===== src/include/lpm_pkg.sv =====
// package for the low-power mode controller: constants, states, port groups
// assumes a cpu core that pulses stop/wait requests and honours the hold and vector outputs
package lpm_pkg;

  localparam int unsigned CLK_HZ          = 25000000;
  localparam int unsigned SETTLE_SHORT_CY = 16;
  localparam int unsigned SETTLE_LONG_CY  = 4064;
  localparam int unsigned SLOW_DIV        = 16;
  localparam int unsigned CNT_W           = 12;
  localparam logic [15:0] VEC_IRQ         = 16'h3FFA;
  localparam logic [15:0] VEC_RESET       = 16'h3FFE;
  localparam logic        SM_RESET        = 1'b0;

  typedef enum logic [3:0] {
    LPM_RUN    = 4'b0001,
    LPM_STOP   = 4'b0010,
    LPM_SETTLE = 4'b0100,
    LPM_WAIT   = 4'b1000
  } lpm_state_t;

  // wake sources
  typedef struct packed {
    logic can_irq;
    logic port_irq;
    logic ext_irq;
    logic reset_req;
  } lpm_wake_t;

  // peripheral controls driven during low-power modes
  typedef struct packed {
    logic osc_en;
    logic cpu_hold;
    logic periph_halt;
    logic io_freeze;
    logic pulse_length_freeze;
    logic wdog_clear;
    logic wdog_run;
    logic eeprom_ro;
    logic adc_disable;
    logic timer_stop;
    logic sci_stop;
  } lpm_ctl_t;

endpackage : lpm_pkg

===== src/design/lpm_ctrl.sv =====
// low-power mode controller: stop and wait sequencing, settle delay, slow divider
// assumes cpu requests are one-cycle pulses and wake sources are synchronous levels
//
// Notes on behaviour
// - stop gates oscillator, halts all internal processing
// - stop only takes effect while can asleep
// - entering stop clears interrupt mask bit
// - entering stop clears slow mode select
// - stop keeps registers, memory, io lines unchanged
// - can, port, external irq or reset end stop
// - wake vector: interrupt pair or reset pair
// - settle delay 16 or 4064 cycles by option
// - after settle, service interrupt or fetch reset
// - stacking for stop wake only at exit
// - stop clears watchdog, eeprom read-only, stops sci/timer/adc
// - pulse length outputs held during stop
// - wait suspends cpu only, peripherals keep running
// - watchdog in wait follows fixed option
// - eeprom program and charge pump continue in wait
// - entering wait clears mask, external enable untouched
// - any interrupt or reset ends wait
// - interrupt exit keeps state, reset exit resets all
// - stacking for wait wake only at exit
// - timer never disabled in wait
// - slow mode inserts divide-by-16 clock stage
`timescale 1ns/1ps

module lpm_ctrl #(
  parameter bit          LONG_SETTLE = 1'b1,
  parameter bit          WDOG_IN_WAIT = 1'b0,
  parameter int unsigned SETTLE_LONG = lpm_pkg::SETTLE_LONG_CY
) (
  input  wire logic             CLK_I,
  input  wire logic             RESET_I,
  input  wire logic             STOP_REQ_I,
  input  wire logic             WAIT_REQ_I,
  input  wire logic             CAN_ASLEEP_I,
  input  wire lpm_pkg::lpm_wake_t WAKE_I,
  input  wire logic             SLOW_SET_I,
  input  wire logic             SLOW_CLR_I,
  input  wire logic             IMASK_SET_I,
  input  wire logic             EXT_IRQ_EN_SET_I,
  input  wire logic             EXT_IRQ_EN_CLR_I,
  output logic                  IMASK_O,
  output logic                  EXT_IRQ_EN_O,
  output logic                  SLOW_MODE_SELECT_O,
  output logic                  BUS_CLK_EN_O,
  output lpm_pkg::lpm_ctl_t     CTL_O,
  output logic                  STACK_O,
  output logic                  VEC_LOAD_O,
  output logic [15:0]           VEC_ADDR_O,
  output logic                  SYS_RESET_O,
  output logic [3:0]            STATE_O
);

  localparam int unsigned SETTLE_N = LONG_SETTLE ? SETTLE_LONG : lpm_pkg::SETTLE_SHORT_CY;
  localparam logic [lpm_pkg::CNT_W-1:0] SETTLE_LAST = lpm_pkg::CNT_W'(SETTLE_N - 1);
  localparam logic [3:0] DIV_LAST = 4'(lpm_pkg::SLOW_DIV - 1);

  lpm_pkg::lpm_state_t         state_r;
  lpm_pkg::lpm_state_t         state_nxt;
  logic [lpm_pkg::CNT_W-1:0]   cnt_r;
  logic [3:0]                  div_r;
  logic                        wake_irq_r;
  logic                        imask_r;
  logic                        ext_en_r;
  logic                        sm_r;
  logic                        clk_en_r;
  logic                        stack_r;
  logic                        vload_r;
  logic [15:0]                 vec_r;
  logic                        sysrst_r;
  lpm_pkg::lpm_ctl_t           ctl_r;
  lpm_pkg::lpm_ctl_t           ctl_nxt;

  wire any_irq     = WAKE_I.can_irq | WAKE_I.port_irq | WAKE_I.ext_irq;
  wire any_wake    = any_irq | WAKE_I.reset_req;
  wire stop_ok     = STOP_REQ_I & CAN_ASLEEP_I;
  wire in_run      = (state_r == lpm_pkg::LPM_RUN);
  wire enter_stop  = in_run & stop_ok;
  wire enter_wait  = in_run & WAIT_REQ_I & ~stop_ok;
  wire stop_wake   = (state_r == lpm_pkg::LPM_STOP) & any_wake;
  wire settle_done = (state_r == lpm_pkg::LPM_SETTLE) & (cnt_r == SETTLE_LAST);
  wire wait_wake   = (state_r == lpm_pkg::LPM_WAIT) & any_wake;
  wire leave_lp    = settle_done | wait_wake;
  wire rst_exit    = leave_lp & (settle_done ? ~wake_irq_r : WAKE_I.reset_req);
  wire div_tick    = ~sm_r | (div_r == DIV_LAST);

  always_comb begin
    state_nxt = state_r;
    unique case (state_r)
      lpm_pkg::LPM_RUN: begin
        if (enter_stop) begin
          state_nxt = lpm_pkg::LPM_STOP;
        end else if (enter_wait) begin
          state_nxt = lpm_pkg::LPM_WAIT;
        end
      end
      lpm_pkg::LPM_STOP: begin
        if (stop_wake) begin
          state_nxt = lpm_pkg::LPM_SETTLE;
        end
      end
      lpm_pkg::LPM_SETTLE: begin
        if (settle_done) begin
          state_nxt = lpm_pkg::LPM_RUN;
        end
      end
      lpm_pkg::LPM_WAIT: begin
        if (wait_wake) begin
          state_nxt = lpm_pkg::LPM_RUN;
        end
      end
    endcase
  end

  // peripheral controls per state
  always_comb begin
    ctl_nxt = '0;
    ctl_nxt.osc_en   = 1'b1;
    ctl_nxt.wdog_run = 1'b1;
    unique case (state_nxt)
      lpm_pkg::LPM_RUN: begin
      end
      lpm_pkg::LPM_STOP: begin
        ctl_nxt.osc_en              = 1'b0;
        ctl_nxt.cpu_hold            = 1'b1;
        ctl_nxt.periph_halt         = 1'b1;
        ctl_nxt.io_freeze           = 1'b1;
        ctl_nxt.pulse_length_freeze = 1'b1;
        ctl_nxt.wdog_clear          = 1'b1;
        ctl_nxt.wdog_run            = 1'b0;
        ctl_nxt.eeprom_ro           = 1'b1;
        ctl_nxt.adc_disable         = 1'b1;
        ctl_nxt.timer_stop          = 1'b1;
        ctl_nxt.sci_stop            = 1'b1;
      end
      lpm_pkg::LPM_SETTLE: begin
        ctl_nxt.cpu_hold            = 1'b1;
        ctl_nxt.periph_halt         = 1'b1;
        ctl_nxt.io_freeze           = 1'b1;
        ctl_nxt.pulse_length_freeze = 1'b1;
        ctl_nxt.wdog_clear          = 1'b1;
        ctl_nxt.wdog_run            = 1'b0;
        ctl_nxt.eeprom_ro           = 1'b1;
        ctl_nxt.adc_disable         = 1'b1;
        ctl_nxt.timer_stop          = 1'b1;
        ctl_nxt.sci_stop            = 1'b1;
      end
      lpm_pkg::LPM_WAIT: begin
        ctl_nxt.cpu_hold = 1'b1;
        ctl_nxt.wdog_run = WDOG_IN_WAIT;
        // timer, sci, adc, eeprom pump, can stay enabled
      end
    endcase
  end

  always_ff @(posedge CLK_I) begin
    if (RESET_I) begin
      state_r <= lpm_pkg::LPM_RUN;
      ctl_r   <= '{osc_en: 1'b1, wdog_run: 1'b1, default: 1'b0};
    end else begin
      state_r <= state_nxt;
      ctl_r   <= ctl_nxt;
    end
  end

  // settle counter runs only with oscillator back on
  always_ff @(posedge CLK_I) begin
    if (RESET_I || state_r != lpm_pkg::LPM_SETTLE) begin
      cnt_r <= '0;
    end else begin
      cnt_r <= cnt_r + 1'b1;
    end
  end

  // remember cause of stop wake; reset wins over interrupt
  always_ff @(posedge CLK_I) begin
    if (RESET_I) begin
      wake_irq_r <= 1'b0;
    end else if (stop_wake) begin
      wake_irq_r <= ~WAKE_I.reset_req;
    end
  end

  // mask bit: hardware clear wins over software set
  always_ff @(posedge CLK_I) begin
    if (RESET_I || rst_exit) begin
      imask_r <= 1'b1;
    end else if (enter_stop || enter_wait) begin
      imask_r <= 1'b0;
    end else if (IMASK_SET_I) begin
      imask_r <= 1'b1;
    end
  end

  always_ff @(posedge CLK_I) begin
    if (RESET_I || rst_exit) begin
      ext_en_r <= 1'b0;
    end else if (EXT_IRQ_EN_SET_I) begin
      ext_en_r <= 1'b1;
    end else if (EXT_IRQ_EN_CLR_I) begin
      ext_en_r <= 1'b0;
    end
  end

  always_ff @(posedge CLK_I) begin
    if (RESET_I || rst_exit) begin
      sm_r <= lpm_pkg::SM_RESET;
    end else if (enter_stop) begin
      sm_r <= 1'b0;
    end else if (SLOW_SET_I && in_run) begin
      sm_r <= 1'b1;
    end else if (SLOW_CLR_I) begin
      sm_r <= 1'b0;
    end
  end

  // divide-by-16 bus clock enable
  always_ff @(posedge CLK_I) begin
    if (RESET_I || !sm_r || div_tick) begin
      div_r <= '0;
    end else begin
      div_r <= div_r + 4'h1;
    end
  end

  always_ff @(posedge CLK_I) begin
    if (RESET_I) begin
      clk_en_r <= 1'b0;
    end else begin
      clk_en_r <= div_tick & (state_nxt != lpm_pkg::LPM_STOP) & (state_nxt != lpm_pkg::LPM_SETTLE);
    end
  end

  // exit actions: stack and vector only at leaving
  always_ff @(posedge CLK_I) begin
    if (RESET_I) begin
      stack_r  <= 1'b0;
      vload_r  <= 1'b0;
      vec_r    <= lpm_pkg::VEC_RESET;
      sysrst_r <= 1'b0;
    end else begin
      stack_r  <= leave_lp & ~rst_exit;
      vload_r  <= leave_lp;
      vec_r    <= !leave_lp ? vec_r : rst_exit ? lpm_pkg::VEC_RESET : lpm_pkg::VEC_IRQ;
      sysrst_r <= rst_exit;
    end
  end

  assign IMASK_O            = imask_r;
  assign EXT_IRQ_EN_O       = ext_en_r;
  assign SLOW_MODE_SELECT_O = sm_r;
  assign BUS_CLK_EN_O       = clk_en_r;
  assign CTL_O              = ctl_r;
  assign STACK_O            = stack_r;
  assign VEC_LOAD_O         = vload_r;
  assign VEC_ADDR_O         = vec_r;
  assign SYS_RESET_O        = sysrst_r;
  assign STATE_O            = state_r;

  AST_STOP_NEEDS_CAN: assert property (@(posedge CLK_I) disable iff (RESET_I)
    (in_run && STOP_REQ_I && !CAN_ASLEEP_I) |=> (state_r != lpm_pkg::LPM_STOP))
    else $error("stop entered while can awake");
  AST_OSC_OFF: assert property (@(posedge CLK_I) disable iff (RESET_I)
    enter_stop |=> !CTL_O.osc_en && CTL_O.periph_halt)
    else $error("oscillator not gated in stop");
  AST_MASK_CLR: assert property (@(posedge CLK_I) disable iff (RESET_I)
    (enter_stop || enter_wait) |=> !IMASK_O)
    else $error("mask not cleared on entry");
  AST_SM_CLR: assert property (@(posedge CLK_I) disable iff (RESET_I)
    enter_stop |=> !SLOW_MODE_SELECT_O)
    else $error("slow mode not cleared in stop");
  AST_SETTLE_LEN: assert property (@(posedge CLK_I) disable iff (RESET_I)
    $rose(state_r == lpm_pkg::LPM_SETTLE) |-> (cnt_r == '0))
    else $error("settle counter not restarted");
  AST_NO_EARLY_STACK: assert property (@(posedge CLK_I) disable iff (RESET_I)
    STACK_O |-> $past(leave_lp))
    else $error("stacking before exit");
  AST_WAIT_PERIPH: assert property (@(posedge CLK_I) disable iff (RESET_I)
    (state_r == lpm_pkg::LPM_WAIT) |-> !CTL_O.timer_stop && CTL_O.osc_en && CTL_O.cpu_hold)
    else $error("timer stopped in wait");
  AST_WAIT_EXIT: assert property (@(posedge CLK_I) disable iff (RESET_I)
    wait_wake |=> VEC_LOAD_O && (state_r == lpm_pkg::LPM_RUN))
    else $error("wait not left on wake");
  AST_RESET_VEC: assert property (@(posedge CLK_I) disable iff (RESET_I)
    (VEC_LOAD_O && SYS_RESET_O) |-> (VEC_ADDR_O == lpm_pkg::VEC_RESET))
    else $error("reset wake wrong vector");
  AST_PLM_HOLD: assert property (@(posedge CLK_I) disable iff (RESET_I)
    (state_r == lpm_pkg::LPM_STOP) |-> CTL_O.pulse_length_freeze && CTL_O.io_freeze)
    else $error("outputs not frozen in stop");

  COV_STOP_IRQ: cover property (@(posedge CLK_I) disable iff (RESET_I)
    stop_wake && !WAKE_I.reset_req);
  COV_STOP_RST: cover property (@(posedge CLK_I) disable iff (RESET_I)
    settle_done && rst_exit);
  COV_WAIT_IRQ: cover property (@(posedge CLK_I) disable iff (RESET_I)
    wait_wake && !WAKE_I.reset_req);

endmodule // lpm_ctrl


===== config.mk =====
export PLATFORM = sky130hd
export DESIGN_NAME = lpm_ctrl
export DESIGN_NICKNAME = d
export VERILOG_FILES = /design/src/include/lpm_pkg.sv /design/src/design/lpm_ctrl.sv
export SDC_FILE = /design/constraint.sdc
export NUM_CORES = 1
export LEC_CHECK = 0
export BUFFER_PORTS_ARGS = -buffer_cell sky130_fd_sc_hd__buf_4
export CAP_MARGIN = 40
export CORE_MARGIN = 1.5
export CORE_UTILIZATION = 40
export CTS_BUF_LIST = sky130_fd_sc_hd__clkbuf_2
export CTS_CLUSTER_DIAMETER = 120
export DETAILED_ROUTE_END_ITERATION = 16
export PLACE_DENSITY = 0.63
export SYNTH_ARGS = -nofsm -noshare
export SYNTH_HDL_FRONTEND = slang
export SYNTH_SLANG_ARGS = --single-unit

===== constraint.sdc =====
create_clock -name CLK_I -period 2.2 [get_ports CLK_I]
set_input_delay 0.22 -clock CLK_I [delete_from_list [all_inputs] [get_ports CLK_I]]
set_output_delay 0.22 -clock CLK_I [all_outputs]
set_load 0.005 [all_outputs]

# Yosys cells after proc, flatten, opt, wreduce, memory -nomap -nowiden
# Cells that the tools add are included.
# word_totals
inputBits	14
out_inout_bits	38
ff_bits	51
# classes
bitwise_logic	21
reduce_logical	13
n_addsub	2
eq_ne	12
muxes	18
# op_table
op	count
4-bit 2-to-1 mux	6
4-bit one-hot mux with 4 select lines	1
12-bit by 1-bit adder with 12-bit output (second input constant)	1
12-bit == test (second input constant)	1
4-bit == test (second input constant)	3
1-bit AND	11
1-bit 2-to-1 mux	10
4-bit by 2-bit == test with 1-bit output (second input constant)	2
4-bit by 3-bit == test with 1-bit output (second input constant)	2
4-bit by 3-bit != test with 1-bit output (second input constant)	2
2-bit nonzero test	3
1-bit logical OR	5
1-bit inverter	5
1-bit OR	5
4-bit by 1-bit adder with 4-bit output (second input constant)	1
4-bit by 1-bit == test with 1-bit output (second input constant)	1
4-bit by 2-bit != test with 1-bit output (second input constant)	1
2-bit OR reduction	2
3-bit 2-to-1 mux	1
3-bit OR reduction	1
1-bit logical AND	1
1-bit logical NOT	1

# Depth between registers and ports, before layout
# depth
ltp_word	9
mapped_depth	6

# Worst setup path after synthesis
# OpenSTA, ideal clock, no wires.
# synth_path
kind	input port to flip-flop
from	input WAKE_I[0] (netlist name)
to	register ctl_r (netlist bit CTL_O[4])
n_path_buf	1
path_slack_ns	0.501
arrival_ns	1.572
setup_time_ns	0.127
required_ns	2.073
path_stages	5
cell_sequence	or4_1 buf_2 a211o_1 o211a_1 or3_1
# synth_between
elab_chain_cells	7
elab_cells_between_ends	11
# synth_rtl
item	line	rtl
start, declared	lpm_ctrl.sv:38	input wire lpm_pkg::lpm_wake_t WAKE_I,
1-bit OR *	lpm_ctrl.sv:77	wire any_wake = any_irq | WAKE_I.reset_req;
1-bit AND, on equally long branches	lpm_ctrl.sv:84, lpm_ctrl.sv:82	
4-bit 2-to-1 mux, on equally long branches	lpm_ctrl.sv:110, lpm_ctrl.sv:100	
4-bit one-hot mux with 4 select lines *	lpm_ctrl.sv:91	unique case (state_r)
4-bit == test (tied with other cells)	lpm_ctrl.sv:122	unique case (state_nxt)
3-bit OR reduction (no line) *	-	
1-bit 2-to-1 mux *	lpm_ctrl.sv:122	
end signal, assigned	lpm_ctrl.sv:164	ctl_r <= ctl_nxt;
end, declared	lpm_ctrl.sv:73	lpm_pkg::lpm_ctl_t ctl_r;
# Every way passes the cells marked *; elsewhere a longest branch is shown, timed or not.
# A chain may end at the register's enable or synchronous reset.

# Final worst setup path
# layout_path
from	register cnt_r[0] (netlist name)
to	register clk_en_r (netlist: BUS_CLK_EN_O)
# layout_between
elab_chain_cells	7
elab_cells_between_ends	8
# layout_rtl
item	line	rtl
start, declared	lpm_ctrl.sv:62	logic [lpm_pkg::CNT_W-1:0] cnt_r;
start signal, assigned	lpm_ctrl.sv:173	cnt_r <= cnt_r + 1'b1;
12-bit == test *	lpm_ctrl.sv:83	wire settle_done = (state_r == lpm_pkg::LPM_SETTLE) & (cnt_r == SETTLE_LAST);
1-bit AND *	lpm_ctrl.sv:83	
4-bit 2-to-1 mux *	lpm_ctrl.sv:105	if (settle_done) begin
4-bit one-hot mux with 4 select lines *	lpm_ctrl.sv:91	
4-bit by 2-bit != test with 1-bit output	lpm_ctrl.sv:232	clk_en_r <= div_tick & (state_nxt != lpm_pkg::LPM_STOP) & (state_nxt != lpm_pkg::LPM_SETTLE);
1-bit AND	lpm_ctrl.sv:232	
1-bit AND *	lpm_ctrl.sv:232	
end signal, assigned	lpm_ctrl.sv:232	
end, declared	lpm_ctrl.sv:68	logic clk_en_r;
# Marked as above.

==> results.yml <==
timing:
  drv_slew: 0
  grt_setup_unrepaired: "no"
  period_needed_ns: 1.87
  holdWs_ns: 0.0317
  fmax_ghz: 0.534
  finalHoldViolCount: 0
  worstMarginPinSlew_ns: 0.496
  finClkSkew_ns: 0.0113
  timing.final.crit_share: 0.851
  max_slew_margin: 0.665
  final-setup-viol-count: 0
  tns_ns: 0
power:
  power_frac_comb: 0.162
  p_int_uw: 817
  netSwitchingFraction: 0.272
  pwr-share-clk: 0.254
  p_per_area_mw_per_mm2: 615
  ir_drop_mv: 0.265
  switchingPower_uw: 305
  p_leak_uw: 0.000765
  p_seq_frac: 0.585
floorplan:
  start_util: 0.424
  rows: 22
  ios: 52
  die_h_um: 66.0
  die_area_mm2: 0.00436
  die_x_um: 66.0
  coreArea_mm2: 0.00374
routing:
  detail-route-antenna-nets: 0
  wirelength_um: 2950
  met3WireLength_um: 192
  drtIter0Drc: 55
  via_count: 1271
  first_pass_iters: 4
  vias_per_cell: 4.87
  wl_met1_um: 1450
  wl_per_cell_um: 11.3
  dr.max_layer_used: "met4"
  drc_errors: 0
  wl_met2_um: 1250
final_layout:
  multiInputGateArea_um2: 764
  regArea_um2: 661
  fill_cells: 401
  n_antenna_cell: 0
  finalNonFillerCells: 261
  nNetsFinal: 228
  synthToLayoutAreaGrowth_pct: 15.0
  post-route-util: 0.488
  layout-drive-gt1-share: 0.225
worst_setup_path:
  worst_ep_arrival_time_ns: 2.18
  worst_setup_path_start_kind: "flop"
  cp_max_fo: 4
  cp.required_ns: 2.50
  endpoint_kind: "flop"
  crit_type: "flop to flop"
clock_tree:
  clk_pin_slew_ns: 0.15
  clkLatencyLatePin_ns: 0.37
  cts_tree: "done"
  cts_setup_buffers: 0
  hold_buffers: 0
  clk_path_buf_depth: 2
  cts_resized: 0
  clockRootBuffer: "clkbuf_2"
  htreeDepth: 2
  clock-sinks: 33
  cts_buffers: 5
synth:
  yosys.area.top_type: "dfxtp_1"
  synth_ff_type: "dfxtp_1"
  synth_most_common_cell: "dfxtp_1"
  yosys-top-cells-area: "dfxtp_1 42%, buf_4 10%, nor2_1 5.2%"
  yosysWarnings: 0
  postSynthAreaPerCell_um2: 8.68
  synthesis.area_mm2: 0.00159
  synth-edff-count: 0
  synth_common_cells: "33 x dfxtp_1, 22 x buf_4, 22 x nor2_1"
  ys_seq_area_frac: 0.416
  synthDominantCellAreaShare: 0.416
  ys_seq_elements: 33
  syn_inst: 183
  ys_types: 39
  postSynth.asyncResetShare: 0
global_routing:
  grt-ovfl-total: 0
  grt_max_degree: 14
  grt_pass1_wl_um: 5010
  grt_use_total: 0.151
  grt_pass1_vias: 1095
  antenna_found_initial: 0
placed_design:
  gp_congestion: 0.814
  placedCellCount: 253
  portBuffers: 36
  dpl.hpwl_um: 2160
outcome:
  status: "completed"
hold_path:
  hp-class: "primary input to flop"
flow_run:
  drv_cap: 0
-- critical path: stages (launching register included) --
cell and delay (ns):
dfxtp_1 0.38, ha_1 0.23, and4b_1 0.24, nand4_1 0.19, or2_1 0.31, and4b_1 0.23
a221oi_2 0.22
-- layout by cell type (no fill, tap or decap), types with 2 or more instances in the layout --
master     n
buf_4     37
dfxtp_1   33
nor2_1    22
conb_1    15
nand3_1   13
nand2_1    8
a21oi_1    8
clkbuf_2   8
xor2_1     7
inv_1      6
and2_1     5
nand2b_1   5
o21ai_0    5
nor3_1     5
xnor2_1    4
nor2b_1    3
nor4b_1    3
and4b_1    2
nand4_1    2
or3_1      2
a211oi_1   2
ha_1       2
-- state kept, by name, summed over array words and instances, names as in the netlist --
register            count
STACK_O                 1
SLOW_MODE_SELECT_O      1
VEC_ADDR_O              1
IMASK_O                 1
BUS_CLK_EN_O            1
SYS_RESET_O             1
EXT_IRQ_EN_O            1
wake_irq_r              1
STATE_O                 4
VEC_LOAD_O              1
cnt_r                  12
div_r                   4
CTL_O                   4
-- final timing paths --
path / cells after the start / slack (ns) / end / startpoint
min: 2 / 0.03 / wake_irq_r / WAKE_I[0]
max: 6 / 0.33 / BUS_CLK_EN_O / cnt_r[0]
min reg2reg: 1 / 0.46 / cnt_r[0] / cnt_r[0]
max reg2reg: 6 / 0.33 / BUS_CLK_EN_O / cnt_r[0]
-- stage by stage --
stage	total power, µW	cell area (µm²)	setup slack, ns
finish	1120	1830	0.328
global route	1190	1830	0.134
floorplan	792	1640	0.501
CTS	1140	1830	0.312
detailed placement	850	1790	0.280
global placement	851	1790	0.292
-- routing by layer --
layer  GRT usage  up-vias
li1            -      650
met1       0.198      575
met2       0.227       41
met3      0.0494        5
met4      0.0612        0
met5           0        -
-- power by group through the flow --
stage          clock, µW  sequential [µW]  combinational, µW
2_1_floorplan          0              653                139
5_1_grt              323              662                205
4_1_cts              297              656                182
3_3_place_gp           0              669                182
6_report             285              656                181
3_5_place_dp           0              669                181
-- cells by family (layout without fill, tap and decap cells) --
group	Yosys count	after routing	synth area share
other cells	2	15	0.00473
flops	33	33	0.416
simple gates	75	75	0.250
compound gates	26	26	0.120
fa+ha+maj	2	2	0.0158
buf+inv	34	51	0.133
xor+xnor	11	11	0.0607
-- layout make-up --
type,count,share of cell area
timing repair buffer,37,0.152
inverter,6,0.0123
sequential,33,0.362
multi-input combinational,129,0.419
clock buffer,8,0.0219
tap,48,0.0329
(Power assumes the default switching activity.)
